===== src/bbrp_pkg.sv =====
package bbrp_pkg;

	// register offsets on the plain register port (byte addresses)
	localparam logic [4:0] REG_CTRL = 5'h00;
	localparam logic [4:0] REG_MAX_PAY = 5'h04;
	localparam logic [4:0] REG_STATUS = 5'h08;
	localparam logic [4:0] REG_IRQ_CLR = 5'h0C;
	localparam logic [4:0] REG_IRQ_EN = 5'h10;
	localparam logic [4:0] REG_SEQ = 5'h14;
	localparam logic [4:0] REG_PKT_CNT = 5'h18;

	// field positions
	localparam int unsigned CTRL_ENABLE = 0;
	localparam int unsigned CTRL_BUSY = 1;
	localparam int unsigned EV_SET_DONE = 0;
	localparam int unsigned EV_PKT_SENT = 1;
	localparam int unsigned EV_DROPPED = 2;
	localparam int unsigned EV_W = 3;

	// values after reset
	localparam logic [15:0] MAX_PAY_RST = 16'h05B4;
	localparam logic [15:0] SEQ_RST = 16'h0000;
	localparam logic CTRL_ENABLE_RST = 1'h1;

	// fixed header content and addressing
	localparam logic [31:0] MCAST_GROUP = 32'hEF003330;
	localparam logic [15:0] PORT_BASE = 16'h7530;
	localparam logic [7:0] RTP_BYTE0 = 8'h80;
	localparam logic [6:0] PAYLOAD_TYPE = 7'h4E;
	localparam logic [3:0] HDR_LAST = 4'hB;

	typedef enum logic [1:0] {
		ST_IDLE,
		ST_HDR,
		ST_PAY
	} bbrp_state_e_t;

	// one baseband packet as announced at the start strobe
	typedef struct packed {
		logic [31:0] len;
		logic [5:0] pipe;
		logic [31:0] sec;
		logic [31:0] nsec;
	} bbrp_desc_t;

	typedef struct packed {
		logic marker;
		logic [15:0] seq;
		logic [31:0] stamp;
		logic [31:0] ssrc;
	} bbrp_hdr_t;

	typedef struct packed {
		logic valid;
		logic [7:0] data;
		logic sop;
		logic eop;
		logic [31:0] dst_ip;
		logic [15:0] dst_port;
	} bbrp_out_t;

	typedef struct packed {
		bbrp_state_e_t st;
		logic [5:0] pipe;
		bbrp_hdr_t hdr;
		logic [3:0] idx;
		logic [31:0] remain;
		logic [15:0] seg;
		logic in_ready;
		bbrp_out_t out;
		logic enable;
		logic [15:0] max_pay;
		logic [15:0] seq_next;
		logic [31:0] pkt_cnt;
		logic [EV_W-1:0] status;
		logic [EV_W-1:0] irq_en;
		logic irq;
		logic [31:0] rdata;
	} bbrp_state_t;

endpackage


===== src/bbrp_hdr_byte.sv =====
// picks one byte of the 12-byte fixed header, network byte order
module bbrp_hdr_byte (
	input wire bbrp_pkg::bbrp_hdr_t hdr,
	input wire logic [3:0] idx,
	output logic [7:0] hbyte
);

	always_comb begin
		case (idx)
			4'h0: hbyte = bbrp_pkg::RTP_BYTE0;
			4'h1: hbyte = {hdr.marker, bbrp_pkg::PAYLOAD_TYPE};
			4'h2: hbyte = hdr.seq[15:8];
			4'h3: hbyte = hdr.seq[7:0];
			4'h4: hbyte = hdr.stamp[31:24];
			4'h5: hbyte = hdr.stamp[23:16];
			4'h6: hbyte = hdr.stamp[15:8];
			4'h7: hbyte = hdr.stamp[7:0];
			4'h8: hbyte = hdr.ssrc[31:24];
			4'h9: hbyte = hdr.ssrc[23:16];
			4'hA: hbyte = hdr.ssrc[15:8];
			4'hB: hbyte = hdr.ssrc[7:0];
			default: hbyte = 8'h00;
		endcase
	end

endmodule


===== src/bbrp_packetizer.sv =====
// Notes on behaviour
// - Every packet goes to group 239.0.51.48, destination port 30000 plus the pipe number 0..63.
// - A packet payload holds bytes of exactly one baseband packet, never of two.
// - A baseband packet is cut into as many packets as the maximum payload size needs.
// - The marker is 1 in the packet that starts the baseband packet and 0 in every other one.
// - All packets of one set carry the same timestamp, taken from the frame emission time.
// - The first packet of a set carries the total byte length of the baseband packet in SSRC.
// - Every packet with marker 0 carries zero in SSRC.
// - The extension bit is always 0.
// - The contributing-source count is 0 and no such list follows.
// - The payload type is 78 in every packet.
// - Sequence numbers advance by one per packet and padding follows plain RTP (none here).
// - The timestamp is seconds bits 21..0 followed by nanoseconds bits 29..20.
module bbrp_packetizer (
	input wire logic clk,
	input wire logic srst,
	input wire logic start,
	input wire bbrp_pkg::bbrp_desc_t start_desc,
	input wire logic in_valid,
	input wire logic [7:0] in_data,
	output logic in_ready,
	output bbrp_pkg::bbrp_out_t pkt_out,
	input wire logic [4:0] reg_addr,
	input wire logic [31:0] reg_wdata,
	input wire logic reg_wr,
	input wire logic reg_rd,
	output logic [31:0] reg_rdata,
	output logic irq
);

	////////////////////////////////////////////////////////////////////////////////
	bbrp_pkg::bbrp_state_t q;
	bbrp_pkg::bbrp_state_t n;
	logic [7:0] hbyte;
	logic start_ok;
	logic take;
	logic set_end;
	logic pkt_end;
	logic [bbrp_pkg::EV_W-1:0] ev;
	logic [bbrp_pkg::EV_W-1:0] clr;

	bbrp_hdr_byte u_hdr (
		.hdr(q.hdr),
		.idx(q.idx),
		.hbyte(hbyte)
	);

	assign start_ok = (q.st == bbrp_pkg::ST_IDLE) && start && q.enable && (start_desc.len != 32'h0);
	assign take = (q.st == bbrp_pkg::ST_PAY) && in_valid && q.in_ready;
	assign set_end = take && (q.remain == 32'h1);
	// compare with >= so a smaller size written mid-packet still cuts the packet
	assign pkt_end = take && (set_end || ((q.seg + 16'h1) >= q.max_pay));

	////////////////////////////////////////////////////////////////////////////////
	always_comb begin
		n = q;
		ev = '0;
		clr = '0;
		n.out.valid = 1'b0;
		n.out.sop = 1'b0;
		n.out.eop = 1'b0;
		n.rdata = 32'h0;
		case (q.st)
			bbrp_pkg::ST_IDLE: begin
				n.in_ready = 1'b0;
				if (start_ok) begin
					n.pipe = start_desc.pipe;
					n.remain = start_desc.len;
					n.hdr.stamp = {start_desc.sec[21:0], start_desc.nsec[29:20]};
					n.hdr.marker = 1'b1;
					n.hdr.ssrc = start_desc.len;
					n.hdr.seq = q.seq_next;
					n.seq_next = q.seq_next + 16'h1;
					n.idx = 4'h0;
					n.st = bbrp_pkg::ST_HDR;
				end
			end
			bbrp_pkg::ST_HDR: begin
				n.out.valid = 1'b1;
				n.out.data = hbyte;
				n.out.sop = (q.idx == 4'h0);
				n.out.dst_ip = bbrp_pkg::MCAST_GROUP;
				n.out.dst_port = bbrp_pkg::PORT_BASE + {10'h000, q.pipe};
				n.idx = q.idx + 4'h1;
				if (q.idx == bbrp_pkg::HDR_LAST) begin
					n.st = bbrp_pkg::ST_PAY;
					n.seg = 16'h0;
					n.in_ready = 1'b1;
				end
			end
			bbrp_pkg::ST_PAY: begin
				if (take) begin
					n.out.valid = 1'b1;
					n.out.data = in_data;
					n.seg = q.seg + 16'h1;
					n.remain = q.remain - 32'h1;
				end
				// stop pulling bytes at a packet edge so no packet mixes two sets
				if (pkt_end) begin
					n.out.eop = 1'b1;
					n.in_ready = 1'b0;
					n.pkt_cnt = q.pkt_cnt + 32'h1;
					ev[bbrp_pkg::EV_PKT_SENT] = 1'b1;
					if (set_end) begin
						n.st = bbrp_pkg::ST_IDLE;
						ev[bbrp_pkg::EV_SET_DONE] = 1'b1;
					end else begin
						n.hdr.marker = 1'b0;
						n.hdr.ssrc = 32'h0;
						n.hdr.seq = q.seq_next;
						n.seq_next = q.seq_next + 16'h1;
						n.idx = 4'h0;
						n.st = bbrp_pkg::ST_HDR;
					end
				end
			end
			default: begin
				n.st = bbrp_pkg::ST_IDLE;
			end
		endcase
		// a start that cannot be served is not queued, only reported
		if (start && !start_ok) begin
			ev[bbrp_pkg::EV_DROPPED] = 1'b1;
		end
		if (reg_wr) begin
			case (reg_addr)
				bbrp_pkg::REG_CTRL: n.enable = reg_wdata[bbrp_pkg::CTRL_ENABLE];
				bbrp_pkg::REG_MAX_PAY: n.max_pay = (reg_wdata[15:0] == 16'h0) ? 16'h1 : reg_wdata[15:0];
				bbrp_pkg::REG_IRQ_CLR: clr = reg_wdata[bbrp_pkg::EV_W-1:0];
				bbrp_pkg::REG_IRQ_EN: n.irq_en = reg_wdata[bbrp_pkg::EV_W-1:0];
				bbrp_pkg::REG_SEQ: n.seq_next = reg_wdata[15:0];
				default: n.enable = n.enable;
			endcase
		end
		// set wins over a clear in the same cycle
		n.status = (q.status & ~clr) | ev;
		n.irq = |(n.status & n.irq_en);
		if (reg_rd) begin
			case (reg_addr)
				bbrp_pkg::REG_CTRL: n.rdata = {30'h0, (q.st != bbrp_pkg::ST_IDLE), q.enable};
				bbrp_pkg::REG_MAX_PAY: n.rdata = {16'h0, q.max_pay};
				bbrp_pkg::REG_STATUS: n.rdata = {29'h0, q.status};
				bbrp_pkg::REG_IRQ_EN: n.rdata = {29'h0, q.irq_en};
				bbrp_pkg::REG_SEQ: n.rdata = {16'h0, q.seq_next};
				bbrp_pkg::REG_PKT_CNT: n.rdata = q.pkt_cnt;
				default: n.rdata = 32'h0;
			endcase
		end
	end

	always_ff @(posedge clk) begin
		if (srst) begin
			q <= '0;
			q.max_pay <= bbrp_pkg::MAX_PAY_RST;
			q.seq_next <= bbrp_pkg::SEQ_RST;
			q.enable <= bbrp_pkg::CTRL_ENABLE_RST;
		end else begin
			q <= n;
		end
	end

	assign in_ready = q.in_ready;
	assign pkt_out = q.out;
	assign reg_rdata = q.rdata;
	assign irq = q.irq;
endmodule


===== config.mk =====
export PLATFORM = sky130hd
export DESIGN_NAME = bbrp_packetizer
export DESIGN_NICKNAME = d
export VERILOG_FILES = /design/src/bbrp_pkg.sv /design/src/bbrp_hdr_byte.sv /design/src/bbrp_packetizer.sv
export SDC_FILE = /design/constraint.sdc
export NUM_CORES = 1
export LEC_CHECK = 0
export ABC_AREA = 1
export BUFFER_PORTS_ARGS = -buffer_cell sky130_fd_sc_hd__buf_2
export CAP_MARGIN = 20
export CORE_UTILIZATION = 50
export CTS_CLUSTER_DIAMETER = 120
export DETAILED_ROUTE_END_ITERATION = 8
export GPL_ROUTABILITY_DRIVEN = 0
export PLACE_DENSITY = 0.73
export RECOVER_POWER = 50
export SYNTH_ARGS = -nofsm -noshare
export SYNTH_HDL_FRONTEND = slang
export SYNTH_SLANG_ARGS = --single-unit

===== constraint.sdc =====
create_clock -name clk -period 5.68 [get_ports clk]
set_clock_uncertainty 0.15 [all_clocks]
set_input_delay 0.852 -clock clk [delete_from_list [all_inputs] [get_ports clk]]
set_output_delay 0.852 -clock clk [all_outputs]
set_load 0.01 [all_outputs]

==> impl_metrics.toml <==
[yosys]
yosys.area_share.simple_pct = 24.4
synth_cell_types = 43
synthTopCellsByCount = "430 x nand2_1, 265 x dfxtp_1, 256 x inv_1, 229 x nor2_1, 208 x a21oi_1"
synth_area_leaders = "dfxtp_1 37%, nand2_1 11%, a21oi_1 7.3%"
synthArstFlopShare_pct = 0
yosysTopAreaCell = "dfxtp_1"
avgSynthCellArea_um2 = 6.77
synthXorXnorAreaFrac_pct = 3.40
synth-seq-cells = 265
synth_area_um2 = 14200
ys.flop_type = "dfxtp_1"
synth_top_family_by_area = "simple AND/OR/NAND/NOR gates"
ys_warn_count = 0
netlist.area_leader.share_pct = 37.4
synth_cells = 2095
synth_compound_area_share_pct = 17.7
synth_most_common_cell = "nand2_1"
synth_edf_count = 0
synth_mux_area_share_pct = 0
ys_seq_area_share_pct = 37.4
synth-adder-area-share_pct = 2.73

[global_route]
antenna_found_initial = 0
gr-total-overflow = 0
grt_pass1_wl_um = 62100
grt_pass1_vias = 12300
grt_max_degree = 127
grt_usage_pct = 26.6

[cells_and_area]
diodes = 0
fillCellCount = 2701
postLayoutCoreUtil_pct = 56.4
nets = 2336
layout-drive-gt1-share_pct = 8.23
area_growth_syn_to_layout_pct = 10.7
stdcell_area_um2 = 15700

[worst_hold_path]
whs_path_depth = 1
hold_path_class = "flop to flop"
min_from = "q[301]"
hold-path-endpoint = "pkt_out[4]"

[floorplanning]
die_y_um = 170
num_rows = 61
die_x_um = 170
io_pins = 246
start_util_pct = 50.9
core-area_um2 = 27900
die_area_um2 = 29100

[clocking]
clk_path_buf_depth = 3
cts_resized = 0
cts.sinks = 265
numCtsBuffers = 30
htreeDepth = 1
ctsHoldBuffers = 0
cts-root-buf = "clkbuf_16"
clk_latency_ps = 560
path_clk_slew_ps = 60
post_cts_buffers = 0
cts_tree = "done"

[drt]
drtIter0Drc = 1576
wirelength_um = 39400
ant_nets = 0
vias = 13700
remaining_drc_errors = 0
wl_per_cell_um = 15.4
drt_pass1_iterations = 6
routed_via_density = 5.36

[status]
violations = "capacitance limit, slew limit"
status = "finished with violations"

[power]
ir_drop_v = 0.000301
finalPower_mw = 6.45
leakagePower_nw = 6.48
powerDensity_nw_per_um2 = 411

[setup_path]
reg2reg_from = "q[164]"
end_kind = "flop"
cp_data_required_time_ps = 5830
timing.rr.end = "q[296]"
ff2ff_setup_slack_ps = 1610
crit_fanout = 78
worstSetupPathType = "primary input to flop"
worstRegToRegCells = 22
start_kind = "primary input"
crit_arrival_ps = 4800

[sta]
totalNegativeSetupSlack_ps = 0
finalMaxSlewViolations = 217
rsz0062_at_grt = "no"
slew_headroom_pct = -145
min_period_over_period_pct = 81.8
worst_pin_slew_ps = 3670
period_needed_ps = 4650
finalHoldViolCount = 0
hold_slack_ps = 271
max_freq_ghz = 0.215
setup_viol = 0

[flow_run]
max_cap_viol_count = 3

[place]
placed_area_um2 = 14600
place.port_buffers = 174
dp_hpwl_um = 28200
-- final cells by class --
cell class | count | area (µm²) | share of cell area [%]
Inverter | 260 | 976 | 6.22
Timing Repair Buffer | 181 | 845 | 5.38
Sequential cell | 265 | 5310 | 33.8
Clock buffer | 37 | 848 | 5.40
Tap cell | 378 | 473 | 3.01
Multi-Input combinational cell | 1414 | 6920 | 44.1
Clock inverter | 19 | 332 | 2.11
-- worst max-delay path by stage --
stage               startpoint      to  cells after the start
detailed placement      q[164]  q[296]                     22
global route              srst  q[296]                      3
floorplan               q[164]   q[72]                     17
CTS                     q[164]  q[296]                     22
global placement        q[164]  q[235]                     22
finish                    srst  q[296]                      3
-- cell families after synthesis --
kind of cell	Yosys count
simple gates	835
compound gates	470
buf+inv	438
flops	265
xor+xnor	55
fa+ha+maj	31
other cells	1
-- metrics by stage --
stage	std cells	worst slack (ps)
after floorplan	2117	2840
after global placement	2496	1780
after detailed placement	2496	1720
after CTS	2552	1710
after global routing	2554	701
final	2554	1030
-- metal layers --
layer / vias up / track usage (%) / part of all wire, %
met5: - / 0 / 0
met4: 0 / 10.4 / 3.9
met3: 93 / 3.09 / 7.1
met2: 559 / 43.9 / 45
met1: 6226 / 35.3 / 44
li1: 6823 / - / -
-- layout by cell type (no fill, tap or decap), drive strengths merged, types with 3 or more instances in the layout --
cell / count
o21ai: 172
conb: 23
clkinv: 10
nor3: 50
nand3: 66
ha: 31
a31oi: 23
nand2: 436
clkinvlp: 3
o22ai: 39
clkbuf: 111
buf: 107
bufinv: 9
o211ai: 7
nand4: 31
xnor2: 6
nor4: 11
dfxtp: 265
inv: 257
a211oi: 7
o31ai: 5
a21oi: 209
xor2: 49
nor2: 235
-- critical path, stage by stage --
cell and delay, ps:
clkbuf_1 1090, clkbuf_1 2650, nor2_1 130
-- registers in the layout, summed over array words and instances, names as in the netlist --
| name | cells |
|---|---|
| in_ready | 1 |
| irq | 1 |
| pkt_out | 19 |
| q | 212 |
| reg_rdata | 32 |
-- report_power, final --
| group | internal, mW | leakage, nW | switching [mW] |
|---|---|---|---|
| sequential | 2.16 | 2.16 | 0.213 |
| combinational | 0.528 | 3.74 | 1.27 |
| clock | 1.46 | 0.574 | 0.818 |
Power figures use the tool's default switching activity.
